## config.mk

```make
export PLATFORM = sky130hd
export DESIGN_NAME = rtcc_top
export DESIGN_NICKNAME = d
export VERILOG_FILES = /design/src/rtcc_pkg.sv /design/src/rtcc_top.sv
export VERILOG_INCLUDE_DIRS = /design/src
export SDC_FILE = /design/constraint.sdc
export NUM_CORES = 1
export LEC_CHECK = 0
export ABC_AREA = 1
export BUFFER_PORTS_ARGS = -buffer_cell sky130_fd_sc_hd__clkbuf_2
export CORE_MARGIN = 2
export CORE_UTILIZATION = 40
export DETAILED_ROUTE_END_ITERATION = 7
export HOLD_SLACK_MARGIN = 0.02
export SETUP_SLACK_MARGIN = 0.2
export SYNTH_ARGS = -nofsm -noshare
export SYNTH_HDL_FRONTEND = slang
export SYNTH_SLANG_ARGS = --single-unit
```

## constraint.sdc

```tcl
create_clock -name clk -period 3.6 [get_ports clk]
set_input_delay 0.72 -clock clk [delete_from_list [all_inputs] [get_ports clk]]
set_output_delay 0.72 -clock clk [all_outputs]
set_load 0.1 [all_outputs]
```

## src/rtcc_defs.svh

```systemverilog
// Register offsets, field positions, reset values and crystal counts of the calendar clock.
// Assumes inclusion by bare name from the top module.
`ifndef RTCC_DEFS_SVH
`define RTCC_DEFS_SVH
`define RTCC_OFS_IRQ_EN 8'h00
`define RTCC_OFS_CTRL 8'h04
`define RTCC_OFS_STATUS 8'h08
`define RTCC_OFS_ALM_MIN 8'h0c
`define RTCC_OFS_ALM_HOUR 8'h10
`define RTCC_OFS_SEC 8'h14
`define RTCC_OFS_MIN 8'h18
`define RTCC_OFS_HOUR 8'h1c
`define RTCC_OFS_DAY 8'h20
`define RTCC_OFS_MONTH 8'h24
`define RTCC_OFS_YEAR 8'h28
`define RTCC_OFS_DOW 8'h2c
`define RTCC_OFS_CHRONO 8'h30
`define RTCC_BIT_ALARM 7
`define RTCC_BIT_CHRONO 6
`define RTCC_BIT_DAY 5
`define RTCC_BIT_HOUR 4
`define RTCC_BIT_MIN 3
`define RTCC_BIT_SEC 2
`define RTCC_BIT_TB_HALF 1
`define RTCC_BIT_TB_QUARTER 0
`define RTCC_CTRL_CLEAR 0
`define RTCC_CTRL_CHRONO_EN 1
`define RTCC_CTRL_MODULE_EN 2
`define RTCC_CTRL_XTAL_LSB 4
`define RTCC_CNT_32K768 32768
`define RTCC_CNT_32K000 32000
`define RTCC_CNT_38K400 38400
`define RTCC_CNT_64K000 64000
`define RTCC_CNT_76K800 76800
`define RTCC_CHRONO_HZ 100
`define RTCC_CHRONO_HZ_BIN 128
`define RTCC_YEAR_MIN 8'h01
`define RTCC_YEAR_MAX 8'hc7
`define RTCC_RST_DAY 8'h01
`define RTCC_RST_MONTH 8'h01
`define RTCC_RST_YEAR 8'h01
`endif

```

## src/rtcc_pkg.sv

```systemverilog
// Types shared by the calendar clock.
// Assumes the defines header is on the include path.
package rtcc_pkg;
    typedef enum logic [2:0]
    {
        RTCC_XTAL_32K768 = 3'b000,
        RTCC_XTAL_RSVD = 3'b001,
        RTCC_XTAL_32K000 = 3'b010,
        RTCC_XTAL_38K400 = 3'b011,
        RTCC_XTAL_64K000 = 3'b100,
        RTCC_XTAL_76K800 = 3'b101,
        RTCC_XTAL_64K000_B = 3'b110,
        RTCC_XTAL_76K800_B = 3'b111
    } rtcc_xtal_e;
    typedef logic [7:0] rtcc_byte_t;
endpackage

```

## src/rtcc_top.sv

```systemverilog
// Calendar clock with alarm, timebase flags and hundredth-second chronograph, APB slave.
// Assumes crystal_clock is a slow pin clock sampled by clk; stop_mode and osc_in_stop_enable come from clk logic.
`timescale 1ns/1ns
`default_nettype none
`include "rtcc_defs.svh"

module rtcc_top
#(
    parameter int PRESCALE_W = 17,
    parameter int CNT_32K768 = `RTCC_CNT_32K768,
    parameter int CNT_32K000 = `RTCC_CNT_32K000,
    parameter int CNT_38K400 = `RTCC_CNT_38K400,
    parameter int CNT_64K000 = `RTCC_CNT_64K000,
    parameter int CNT_76K800 = `RTCC_CNT_76K800
)
(
    // Clock and reset
    input wire logic clk,
    input wire logic rst_n,
    // APB slave
    input wire logic psel,
    input wire logic penable,
    input wire logic pwrite,
    input wire logic [7:0] paddr,
    input wire logic [31:0] pwdata,
    output logic [31:0] prdata,
    output logic pready,
    output logic pslverr,
    // Crystal and power state
    input wire logic crystal_clock,
    input wire logic stop_mode,
    input wire logic osc_in_stop_enable,
    // Interrupt request to the processor
    output logic irq
);
    import rtcc_pkg::*;

    // CNT_76K800 and CNT_64K000 must fit the prescaler; each ratio must split evenly into quarters and chronograph ticks.
    if (PRESCALE_W < $clog2(CNT_76K800 + 1) || PRESCALE_W < $clog2(CNT_64K000 + 1)
        || CNT_32K768 % `RTCC_CHRONO_HZ_BIN != 0
        || CNT_32K000 % `RTCC_CHRONO_HZ != 0 || CNT_38K400 % `RTCC_CHRONO_HZ != 0
        || CNT_64K000 % `RTCC_CHRONO_HZ != 0 || CNT_76K800 % `RTCC_CHRONO_HZ != 0
        || CNT_32K768 % 4 != 0 || CNT_32K000 % 4 != 0 || CNT_38K400 % 4 != 0
        || CNT_64K000 % 4 != 0 || CNT_76K800 % 4 != 0)
    begin : g_bad_params
        $error("rtcc_top: prescaler parameters unusable");
    end

    logic pready_reg, pslverr_reg, irq_reg;
    logic [31:0] prdata_reg;
    logic [1:0] xsync_reg;
    logic xlast_reg;
    logic [7:0] irq_en_reg, flags_reg, armed_reg, alm_min_reg, alm_hour_reg;
    logic [7:0] sec_reg, min_reg, hour_reg, day_reg, month_reg, year_reg, dow_reg;
    logic module_en_reg, chrono_en_reg, xtal_locked_reg, alarm_match_reg;
    rtcc_xtal_e xtal_reg;
    logic [PRESCALE_W-1:0] pre_reg, chr_pre_reg;
    logic [6:0] chrono_reg;

    // Bus phases: one wait state, so every answer comes from a flop.
    wire access = psel && penable && !pready_reg;
    wire done = psel && penable && pready_reg;
    wire wr = done && pwrite;
    wire rd = done && !pwrite;
    wire [7:0] wbyte = pwdata[7:0];
    wire sel_en = paddr == `RTCC_OFS_IRQ_EN;
    wire sel_ctrl = paddr == `RTCC_OFS_CTRL;
    wire sel_stat = paddr == `RTCC_OFS_STATUS;
    wire sel_amin = paddr == `RTCC_OFS_ALM_MIN;
    wire sel_ahour = paddr == `RTCC_OFS_ALM_HOUR;
    wire sel_sec = paddr == `RTCC_OFS_SEC;
    wire sel_min = paddr == `RTCC_OFS_MIN;
    wire sel_hour = paddr == `RTCC_OFS_HOUR;
    wire sel_day = paddr == `RTCC_OFS_DAY;
    wire sel_month = paddr == `RTCC_OFS_MONTH;
    wire sel_year = paddr == `RTCC_OFS_YEAR;
    wire sel_dow = paddr == `RTCC_OFS_DOW;
    wire sel_chr = paddr == `RTCC_OFS_CHRONO;
    wire mapped = sel_en || sel_ctrl || sel_stat || sel_amin || sel_ahour || sel_sec || sel_min
        || sel_hour || sel_day || sel_month || sel_year || sel_dow || sel_chr;

    // Stop without the oscillator option freezes every counter but keeps state.
    wire run = module_en_reg && !(stop_mode && !osc_in_stop_enable);
    wire xedge = xsync_reg[1] && !xlast_reg;
    wire tick = run && xedge;

    // Crystal edges per second; reserved code falls back to the 32.768 kHz ratio.
    wire bin_mode = xtal_reg == RTCC_XTAL_32K768 || xtal_reg == RTCC_XTAL_RSVD;
    wire [PRESCALE_W-1:0] per_sec =
        bin_mode ? PRESCALE_W'(CNT_32K768) :
        xtal_reg == RTCC_XTAL_32K000 ? PRESCALE_W'(CNT_32K000) :
        xtal_reg == RTCC_XTAL_38K400 ? PRESCALE_W'(CNT_38K400) :
        xtal_reg[0] ? PRESCALE_W'(CNT_76K800) : PRESCALE_W'(CNT_64K000);
    wire [PRESCALE_W-1:0] chr_div = bin_mode ? PRESCALE_W'(CNT_32K768 / `RTCC_CHRONO_HZ_BIN) :
        xtal_reg == RTCC_XTAL_32K000 ? PRESCALE_W'(CNT_32K000 / `RTCC_CHRONO_HZ) :
        xtal_reg == RTCC_XTAL_38K400 ? PRESCALE_W'(CNT_38K400 / `RTCC_CHRONO_HZ) :
        xtal_reg[0] ? PRESCALE_W'(CNT_76K800 / `RTCC_CHRONO_HZ) : PRESCALE_W'(CNT_64K000 / `RTCC_CHRONO_HZ);
    wire [PRESCALE_W-1:0] quarter = per_sec >> 2;
    wire pre_end = pre_reg == per_sec - 1'b1;
    wire sec_tick = tick && pre_end;
    wire half_tick = tick && (pre_end || pre_reg == (quarter << 1) - 1'b1);
    wire quarter_tick = tick && (pre_end || pre_reg == quarter - 1'b1
        || pre_reg == (quarter << 1) - 1'b1 || pre_reg == (quarter << 1) + quarter - 1'b1);

    // Calendar carries.
    wire leap = year_reg[1:0] == 2'b00;
    wire [7:0] mdays = month_reg == 8'h02 ? (leap ? 8'h1d : 8'h1c) :
        (month_reg == 8'h04 || month_reg == 8'h06 || month_reg == 8'h09 || month_reg == 8'h0b) ? 8'h1e : 8'h1f;
    wire min_tick = sec_tick && sec_reg == 8'h3b;
    wire hour_tick = min_tick && min_reg == 8'h3b;
    wire day_tick = hour_tick && hour_reg == 8'h17;
    wire month_tick = day_tick && day_reg >= mdays;
    wire year_tick = month_tick && month_reg == 8'h0c;
    wire [7:0] year_inc = year_reg == `RTCC_YEAR_MAX ? `RTCC_YEAR_MIN : year_reg + 8'h01;

    // Chronograph: binary mode ticks at 128 Hz and the stored value is scaled to 10 ms units.
    wire chr_run = tick && chrono_en_reg;
    wire chr_end = chr_pre_reg == chr_div - 1'b1;
    wire chr_tick = chr_run && chr_end;
    wire [6:0] chr_top = bin_mode ? 7'h7f : 7'h63;
    wire [13:0] chr_scaled = 14'(chrono_reg) * 14'h0064;
    wire [7:0] chrono_data = bin_mode ? {1'b0, chr_scaled[13:7]} : {1'b0, chrono_reg};
    wire chr_clear = wr && sel_ctrl && wbyte[`RTCC_CTRL_CLEAR];

    // Alarm fires once as the counters move onto the alarm time.
    wire alarm_match = min_reg == alm_min_reg && hour_reg == alm_hour_reg;
    wire alarm_set = alarm_match && !alarm_match_reg;

    wire [7:0] set_vec = {alarm_set, chr_tick, day_tick, hour_tick, min_tick, sec_tick,
        half_tick, quarter_tick};
    wire [7:0] data_rd = {rd && sel_ahour, rd && sel_chr, rd && sel_day, rd && sel_hour,
        rd && sel_min, rd && sel_sec, rd && sel_chr, rd && sel_chr};
    wire [7:0] clr_vec = armed_reg & data_rd;
    wire [7:0] flags_next = set_vec | (flags_reg & ~clr_vec);
    wire [7:0] armed_next = (armed_reg & ~clr_vec) | ((rd && sel_stat) ? flags_reg : 8'h00);

    // Validated loads; illegal values are dropped.
    wire ld_sec = wr && sel_sec && wbyte <= 8'h3b;
    wire ld_min = wr && sel_min && wbyte <= 8'h3b;
    wire ld_hour = wr && sel_hour && wbyte <= 8'h17;
    wire ld_day = wr && sel_day && wbyte != 8'h00 && wbyte <= mdays;
    wire ld_month = wr && sel_month && wbyte != 8'h00 && wbyte <= 8'h0c;
    wire ld_year = wr && sel_year && wbyte >= `RTCC_YEAR_MIN && wbyte <= `RTCC_YEAR_MAX;
    wire ld_dow = wr && sel_dow && wbyte <= 8'h06;
    wire [7:0] ctrl_rd = {1'b0, 3'(xtal_reg), 1'b0, module_en_reg, chrono_en_reg, 1'b0};

    wire [7:0] rd_mux = sel_en ? irq_en_reg : sel_ctrl ? ctrl_rd : sel_stat ? flags_reg :
        sel_amin ? alm_min_reg : sel_ahour ? alm_hour_reg : sel_sec ? sec_reg : sel_min ? min_reg :
        sel_hour ? hour_reg : sel_day ? day_reg : sel_month ? month_reg : sel_year ? year_reg :
        sel_dow ? dow_reg : sel_chr ? chrono_data : 8'h00;

    always_ff @(posedge clk)
    begin
        if (!rst_n)
        begin
            pready_reg <= 1'b0;
            pslverr_reg <= 1'b0;
            prdata_reg <= 32'h0;
        end
        else
        begin
            pready_reg <= access;
            pslverr_reg <= access && !mapped;
            prdata_reg <= access && !pwrite ? {24'h0, rd_mux} : 32'h0;
        end
    end

    // Crystal pin synchroniser; only the second stage feeds the edge detector.
    always_ff @(posedge clk)
    begin
        if (!rst_n)
        begin
            xsync_reg <= 2'b00;
            xlast_reg <= 1'b0;
        end
        else
        begin
            xsync_reg <= {xsync_reg[0], crystal_clock};
            xlast_reg <= xsync_reg[1];
        end
    end

    always_ff @(posedge clk)
    begin
        if (!rst_n)
        begin
            irq_en_reg <= 8'h00;
            module_en_reg <= 1'b0;
            chrono_en_reg <= 1'b0;
            xtal_reg <= RTCC_XTAL_32K768;
            xtal_locked_reg <= 1'b0;
            alm_min_reg <= 8'h00;
            alm_hour_reg <= 8'h00;
        end
        else
        begin
            if (wr && sel_en)
                irq_en_reg <= wbyte;
            if (wr && sel_ctrl)
            begin
                module_en_reg <= wbyte[`RTCC_CTRL_MODULE_EN];
                chrono_en_reg <= wbyte[`RTCC_CTRL_CHRONO_EN];
                xtal_locked_reg <= 1'b1;
                if (!xtal_locked_reg)
                    xtal_reg <= rtcc_xtal_e'(wbyte[`RTCC_CTRL_XTAL_LSB +: 3]);
            end
            if (wr && sel_amin)
                alm_min_reg <= wbyte;
            if (wr && sel_ahour)
                alm_hour_reg <= wbyte;
        end
    end

    // Prescalers and chronograph.
    always_ff @(posedge clk)
    begin
        if (!rst_n)
        begin
            pre_reg <= '0;
            chr_pre_reg <= '0;
            chrono_reg <= 7'h00;
        end
        else
        begin
            if (tick)
                pre_reg <= pre_end ? '0 : pre_reg + 1'b1;
            if (chr_clear)
            begin
                chr_pre_reg <= '0;
                chrono_reg <= 7'h00;
            end
            else if (chr_run)
            begin
                chr_pre_reg <= chr_end ? '0 : chr_pre_reg + 1'b1;
                if (chr_end)
                    chrono_reg <= chrono_reg >= chr_top ? 7'h00 : chrono_reg + 7'h01;
            end
        end
    end

    // Time and date; a software load wins over a tick in the same cycle.
    always_ff @(posedge clk)
    begin
        if (!rst_n)
        begin
            sec_reg <= 8'h00;
            min_reg <= 8'h00;
            hour_reg <= 8'h00;
            day_reg <= `RTCC_RST_DAY;
            month_reg <= `RTCC_RST_MONTH;
            year_reg <= `RTCC_RST_YEAR;
            dow_reg <= 8'h00;
        end
        else
        begin
            if (ld_sec)
                sec_reg <= wbyte;
            else if (sec_tick)
                sec_reg <= min_tick ? 8'h00 : sec_reg + 8'h01;
            if (ld_min)
                min_reg <= wbyte;
            else if (min_tick)
                min_reg <= hour_tick ? 8'h00 : min_reg + 8'h01;
            if (ld_hour)
                hour_reg <= wbyte;
            else if (hour_tick)
                hour_reg <= day_tick ? 8'h00 : hour_reg + 8'h01;
            if (ld_day)
                day_reg <= wbyte;
            else if (day_tick)
                day_reg <= month_tick ? 8'h01 : day_reg + 8'h01;
            if (ld_dow)
                dow_reg <= wbyte;
            else if (day_tick)
                dow_reg <= dow_reg == 8'h06 ? 8'h00 : dow_reg + 8'h01;
            if (ld_month)
                month_reg <= wbyte;
            else if (month_tick)
                month_reg <= year_tick ? 8'h01 : month_reg + 8'h01;
            if (ld_year)
                year_reg <= wbyte;
            else if (year_tick)
                year_reg <= year_inc;
        end
    end

    // Flags: a new event in the clearing cycle keeps the flag set.
    always_ff @(posedge clk)
    begin
        if (!rst_n)
        begin
            flags_reg <= 8'h00;
            armed_reg <= 8'h00;
            alarm_match_reg <= 1'b0;
            irq_reg <= 1'b0;
        end
        else
        begin
            flags_reg <= flags_next;
            armed_reg <= armed_next;
            alarm_match_reg <= alarm_match;
            irq_reg <= |(flags_next & irq_en_reg);
        end
    end

    assign prdata = prdata_reg;
    assign pready = pready_reg;
    assign pslverr = pslverr_reg;
    assign irq = irq_reg;
endmodule // rtcc_top
`default_nettype wire

```

# Yosys cells after proc, flatten, opt, wreduce, memory -nomap -nowiden
# Cells that the tools add are included.
# op_classes
n_mux	51
n_mul	1
n_addsub	16
magnitude_cmp	9
eq_ne	33
n_reduce_logical	95
bitwise_logic	9
# op_table
cell	count
8-bit two-way mux	34
17-bit two-way mux	6
17-bit equality test	5
8-bit by 1-bit adder with 8-bit output, second input constant	7
8-bit by 6-bit equality test with 1-bit output, second input constant	7
1-bit logical AND	52
8-bit by 4-bit equality test with 1-bit output, second input constant	5
8-bit by 5-bit equality test with 1-bit output, second input constant	5
17-bit by 1-bit adder with 17-bit output, second input constant	2
17-bit by 1-bit subtractor with 17-bit output, second input constant	2
8-bit AND	4
8-bit by 3-bit equality test with 1-bit output, second input constant	4
10-bit two-way mux	3
7-bit two-way mux	3
1-bit logical OR	20
16-bit by 15-bit adder with 17-bit output	1
16-bit by 1-bit subtractor with 17-bit output, second input constant	1
8-bit equality test	2
8-bit bitwise OR	2
15-bit by 1-bit subtractor with 16-bit output, second input constant	1
2-bit nonzero test	7
7-bit by 5-bit multiplier with 12-bit output, second input constant	1
10-bit by 1-bit subtractor with 11-bit output, second input constant	1
9-bit two-way mux	1
27 further kinds	38
# totals
out_inout_bits	35
regBits	182
input_bits	48
elab_cells	241

# Longest topological paths before layout
# logic_depth
depth_word	16
ltp_mapped	23
ltp_nobuf	22

# Least setup slack after synthesis
# No wires, ideal clock.
# synth_timing
path_kind	register -> register
start	register xtal_reg[2]
end	register irq_reg (netlist: irq)
synth_period_minus_slack_ps	3153
arrival_ps	3088
path_stages_with_launch	18
setup_ps	65
required_time_ps	3535
slack_ps	447
path_buffers	2
cell_sequence	dfxtp_1 > buf_6 > nor2_2 > clkbuf_1 > nor2_1 > o21ai_0 > inv_1 > ha_1 > fa_1 > o21bai_1 > o21ai_0 > xor2_1 > nand3_1 > nand2_1 > nand2_1 > a21boi_0 > nor2_1 > nor2_1
# synth_between
elab_chain_cells	13
word_cells_on_any_way	36
cone_classes	add/sub: 6; eq/ne: 8; mux: 6; bitwise: 2; reduce/logical: 14
# synth_rtl
item	line_no	text
from (decl)	rtcc_top.sv:56	rtcc_xtal_e xtal_reg;
from (signal assigned)	rtcc_top.sv:205	xtal_reg <= rtcc_xtal_e'(wbyte[`RTCC_CTRL_XTAL_LSB +: 3]);
branches (longest 10 deep; another with 16-bit by 15-bit adder with 17-bit output)	--	
8-bit bitwise OR *	rtcc_top.sv:134	wire [7:0] flags_next = set_vec | (flags_reg & ~clr_vec);
8-bit AND *	rtcc_top.sv:302	irq_reg <= |(flags_next & irq_en_reg);
8-bit OR reduction *	rtcc_top.sv:302	
to (signal assigned)	rtcc_top.sv:302	
to (decl)	rtcc_top.sv:49	logic pready_reg, pslverr_reg, irq_reg;
# Mark *: on every way between the ends.
# A chain may end at the register's enable or synchronous reset.

# Worst setup path after layout
# layout_timing
start	register chrono_reg[5]
end	register prdata_reg[5] (netlist: prdata[5])
# layout_between
elab_chain_cells	15
# layout_rtl
item	line_no	text
from (decl)	rtcc_top.sv:58	logic [6:0] chrono_reg;
from (signal assigned)	rtcc_top.sv:236	chrono_reg <= chrono_reg >= chr_top ? 7'h00 : chrono_reg + 7'h01;
7-bit by 5-bit multiplier with 12-bit output	rtcc_top.sv:121	wire [13:0] chr_scaled = 14'(chrono_reg) * 14'h0064;
7-bit two-way mux *	rtcc_top.sv:122	wire [7:0] chrono_data = bin_mode ? {1'b0, chr_scaled[13:7]} : {1'b0, chrono_reg};
7-bit two-way mux *	rtcc_top.sv:150	sel_dow ? dow_reg : sel_chr ? chrono_data : 8'h00;
8-bit two-way mux *	rtcc_top.sv:150	
8-bit two-way mux * (4 in series)	rtcc_top.sv:149	sel_hour ? hour_reg : sel_day ? day_reg : sel_month ? month_reg : sel_year ? year_reg :
8-bit two-way mux * (4 in series)	rtcc_top.sv:148	sel_amin ? alm_min_reg : sel_ahour ? alm_hour_reg : sel_sec ? sec_reg : sel_min ? min_reg :
8-bit two-way mux * (3 in series)	rtcc_top.sv:147	wire [7:0] rd_mux = sel_en ? irq_en_reg : sel_ctrl ? ctrl_rd : sel_stat ? flags_reg :
to (signal assigned)	rtcc_top.sv:164	prdata_reg <= access && !pwrite ? {24'h0, rd_mux} : 32'h0;
to (decl)	rtcc_top.sv:50	logic [31:0] prdata_reg;
# Every way passes the cells marked *; elsewhere a longest branch is shown, timed or not.

==> flow_summary.json <==
{
  "status": "finished clean",
  "reg2reg_to": "prdata[5]",
  "wl_per_cell_um": 16.4,
  "max_cap_violations": 0,
  "drtPass1Iterations": 7,
  "fmax_mhz": 309,
  "p_sw_mw": 1.08,
  "netlist_instances": 1659,
  "netSwitchingFraction_pct": 28.1,
  "route.detailed.drc": 0,
  "startpoint_type": "flip-flop",
  "htree_levels": 4,
  "min_period_over_period_pct": 89.8,
  "timing.rr.start": "chrono_reg[5]",
  "synth_seq_cells": 158,
  "nFillCells": 2875,
  "p_int_mw": 2.76,
  "layout_commonest_cell": "nand2_1",
  "fin_ws_ns": 0.367,
  "powerDensity_nw_per_um2": 313,
  "hold-worst-slack_ns": 0.419,
  "maxSlewHeadroom_pct": 51.1,
  "seq_area_frac_synth_pct": 29.1,
  "path_max_fanout": 5,
  "antenna_cells": 0,
  "synthTopCellsByArea": "dfxtp_1 (29%), nand2_1 (13%), inv_1 (6.8%)",
  "p_leak_nw": 5.37,
  "clkLatencyLatePin_ns": 0.45,
  "critPathCapture": "prdata[5]",
  "fp.dieH_um": 169,
  "design_area_um2": 12200,
  "die_x_um": 169,
  "setup_viol": 0,
  "layout_common_cells": "nand2_1 (368), inv_1 (198), nor2_1 (187)",
  "min_period_ns": 3.23,
  "die_area_um2": 28500,
  "crit_arrival_ns": 3.59,
  "end_kind": "flip-flop",
  "fin_worst_skew_ns": 0.0152,
  "drv_slew": 0,
  "gp_congestion": 0.964,
  "drtAntennaViolNets": 0,
  "pwr-share-seq_pct": 45.7,
  "ys_warn_count": 0,
  "ir_drop_mv": 0.317,
  "routed_wl_mm": 34.0,
  "p_total_mw": 3.83,
  "grt_max_degree": 61,
  "clock_path_buffers": 2,
  "synth_top_area_share_pct": 29.1,
  "clock_power_share_pct": 47.8,
  "drt-vias-per-instance": 5.27,
  "rsz0062_at_grt": "yes",
  "place_ws_ns": 0.177,
  "netlist_area_um2": 10900,
  "drive_above_1_share_pct": 10.2,
  "tightest_slew_ns": 0.733,
  "core-area_um2": 26800,
  "grt_pass1_vias": 10200,
  "synthToLayoutAreaGrowth_pct": 12.6,
  "cts_root_buffer": "clkbuf_16",
  "setup_tns_ns": 0,
  "grt_pass1_wl_mm": 54.2,
  "portBuffers": 34,
  "grt_overflow": 0,
  "crit_path_start": "chrono_reg[5]",
  "num_vias": 10900,
  "antenna_found_initial": 0,
  "hold_viol_final": 0,
  "layout.nets": 1831,
  "min-delay-path-class": "flip-flop to flip-flop",
  "num_rows": 60,
  "syn_avg_cell_area_um2": 6.56,
  "post-cts-setup-buffers": 0,
  "p_comb_share_pct": 6.5,
  "ys.flop_type": "dfxtp_1",
  "required_ns": 3.96,
  "postPlaceCellArea_um2": 11600,
  "yosysUniqueCellTypes": 54,
  "dp.final_hpwl_mm": 25.8,
  "initial_utilization_pct": 40.6,
  "reg2reg_slack_ns": 0.37,
  "cts_tree": "built",
  "grt.total_usage_pct": 24.2,
  "drtIter0Drc": 888,
  "numClockSinks": 158,
  "path_clk_slew_ns": 0.07,
  "reg2reg_depth": 20,
  "ios": 83,
  "synth_top_area_cell": "dfxtp_1",
  "synthArstFlopShare_pct": 0,
  "critical_path_class": "flip-flop to flip-flop",
  "synth_edf_count": 0,
  "numCtsBuffers": 17
}
-- critical path: stages (launching register included) --
cell and delay [ns]:
dfxtp_1 0.31, buf_4 0.15, ha_1 0.28, ha_1 0.30
ha_1 0.29, ha_1 0.35, nand2_1 0.08, or2_2 0.31
nand3_1 0.07, nand2_1 0.05, nand3_1 0.08, nand2_1 0.07
nand2_1 0.08, nand2_1 0.10, nand2_1 0.09, nand2_1 0.10
nand2_1 0.12, nand2_1 0.06, nand2_1 0.05, nand2_1 0.05
a21oi_1 0.16
-- final cells by class --
| cell class | instances | area, um^2 | share of cell area (%) |
|---|---|---|---|
| flip-flops and latches | 158 | 3170 | 25.9 |
| multi-input cells | 1249 | 6730 | 54.9 |
| inverters | 219 | 827 | 6.75 |
| well taps | 341 | 427 | 3.48 |
| clock inverters | 15 | 156 | 1.28 |
| clock buffers | 17 | 425 | 3.47 |
| repair buffers | 80 | 515 | 4.21 |
-- cell families (layout without fill, tap and decap cells) --
kind of cell | after synthesis | in the layout | synth area share [%]
and+or+nand+nor | 794 | 794 | 32.3
AOI/OAI and AO/OA | 289 | 289 | 14.5
buffers and inverters | 275 | 331 | 10.5
DFF | 158 | 158 | 29.1
xor gates and xnor gates | 84 | 84 | 6.76
adders and majority gates | 58 | 58 | 6.88
other | 1 | 24 | 0.0345
-- power groups by stage --
stage / combinational (mW) / clock (mW) / sequential [mW]
2_1_floorplan: 0.191 / 0 / 1.80
3_3_place_gp: 0.246 / 0 / 1.79
6_report: 0.249 / 1.83 / 1.75
4_1_cts: 0.247 / 1.86 / 1.75
3_5_place_dp: 0.246 / 0 / 1.79
5_1_grt: 0.261 / 1.95 / 1.75
-- worst min-delay path by stage --
stage	start	depth (start not counted)	to	slack (ns)
3_5_place_dp	xsync_reg[0]	2	xsync_reg[1]	0.40
6_report	xsync_reg[0]	2	xsync_reg[1]	0.42
4_1_cts	xsync_reg[0]	2	xsync_reg[1]	0.42
3_3_place_gp	xsync_reg[0]	2	xsync_reg[1]	0.40
5_1_grt	xsync_reg[1]	2	xlast_reg	0.45
2_1_floorplan	xsync_reg[0]	2	xsync_reg[1]	0.39
-- synth_stat cells (7+ instances only) --
library cell,n
nand2_1,368
inv_1,198
nor2_1,189
dfxtp_1,158
a21oi_1,139
nand3_1,102
o21ai_0,85
xor2_1,59
ha_1,55
nor3_1,41
nand4_1,30
clkbuf_1,27
xnor2_1,25
buf_4,24
o22ai_1,16
or2_2,12
inv_2,10
nor2_2,10
nor3b_1,10
clkinv_1,9
o21ai_1,9
nor4_1,7
-- metal layers --
| layer | vias to the layer above | track usage [%] | routed length (um) |
|---|---|---|---|
| met5 | - | 0 | 0 |
| met2 | 312 | 39.4 | 15700 |
| met1 | 5047 | 31.8 | 15600 |
| met3 | 69 | 4.70 | 1730 |
| met4 | 0 | 9.30 | 1020 |
| li1 | 5520 | - | - |
-- through the flow --
stage          instances  utilization [%]
6_report            2079             45.7
5_1_grt             2079             45.7
4_1_cts             2079             45.4
3_5_place_dp        2047             43.3
3_3_place_gp        2047             43.3
2_1_floorplan       1682                -
-- repair_timing --
item / in CTS / in global routing
hold endpoints to repair: 0 / 0
endpoints found under the setup margin: 2 / 54
hold buffers: 0 / 0
cloned: 0 / 0
pin swaps: 0 / 3
gates resized for setup: 1 / 15
Power figures use the tool's default switching activity.
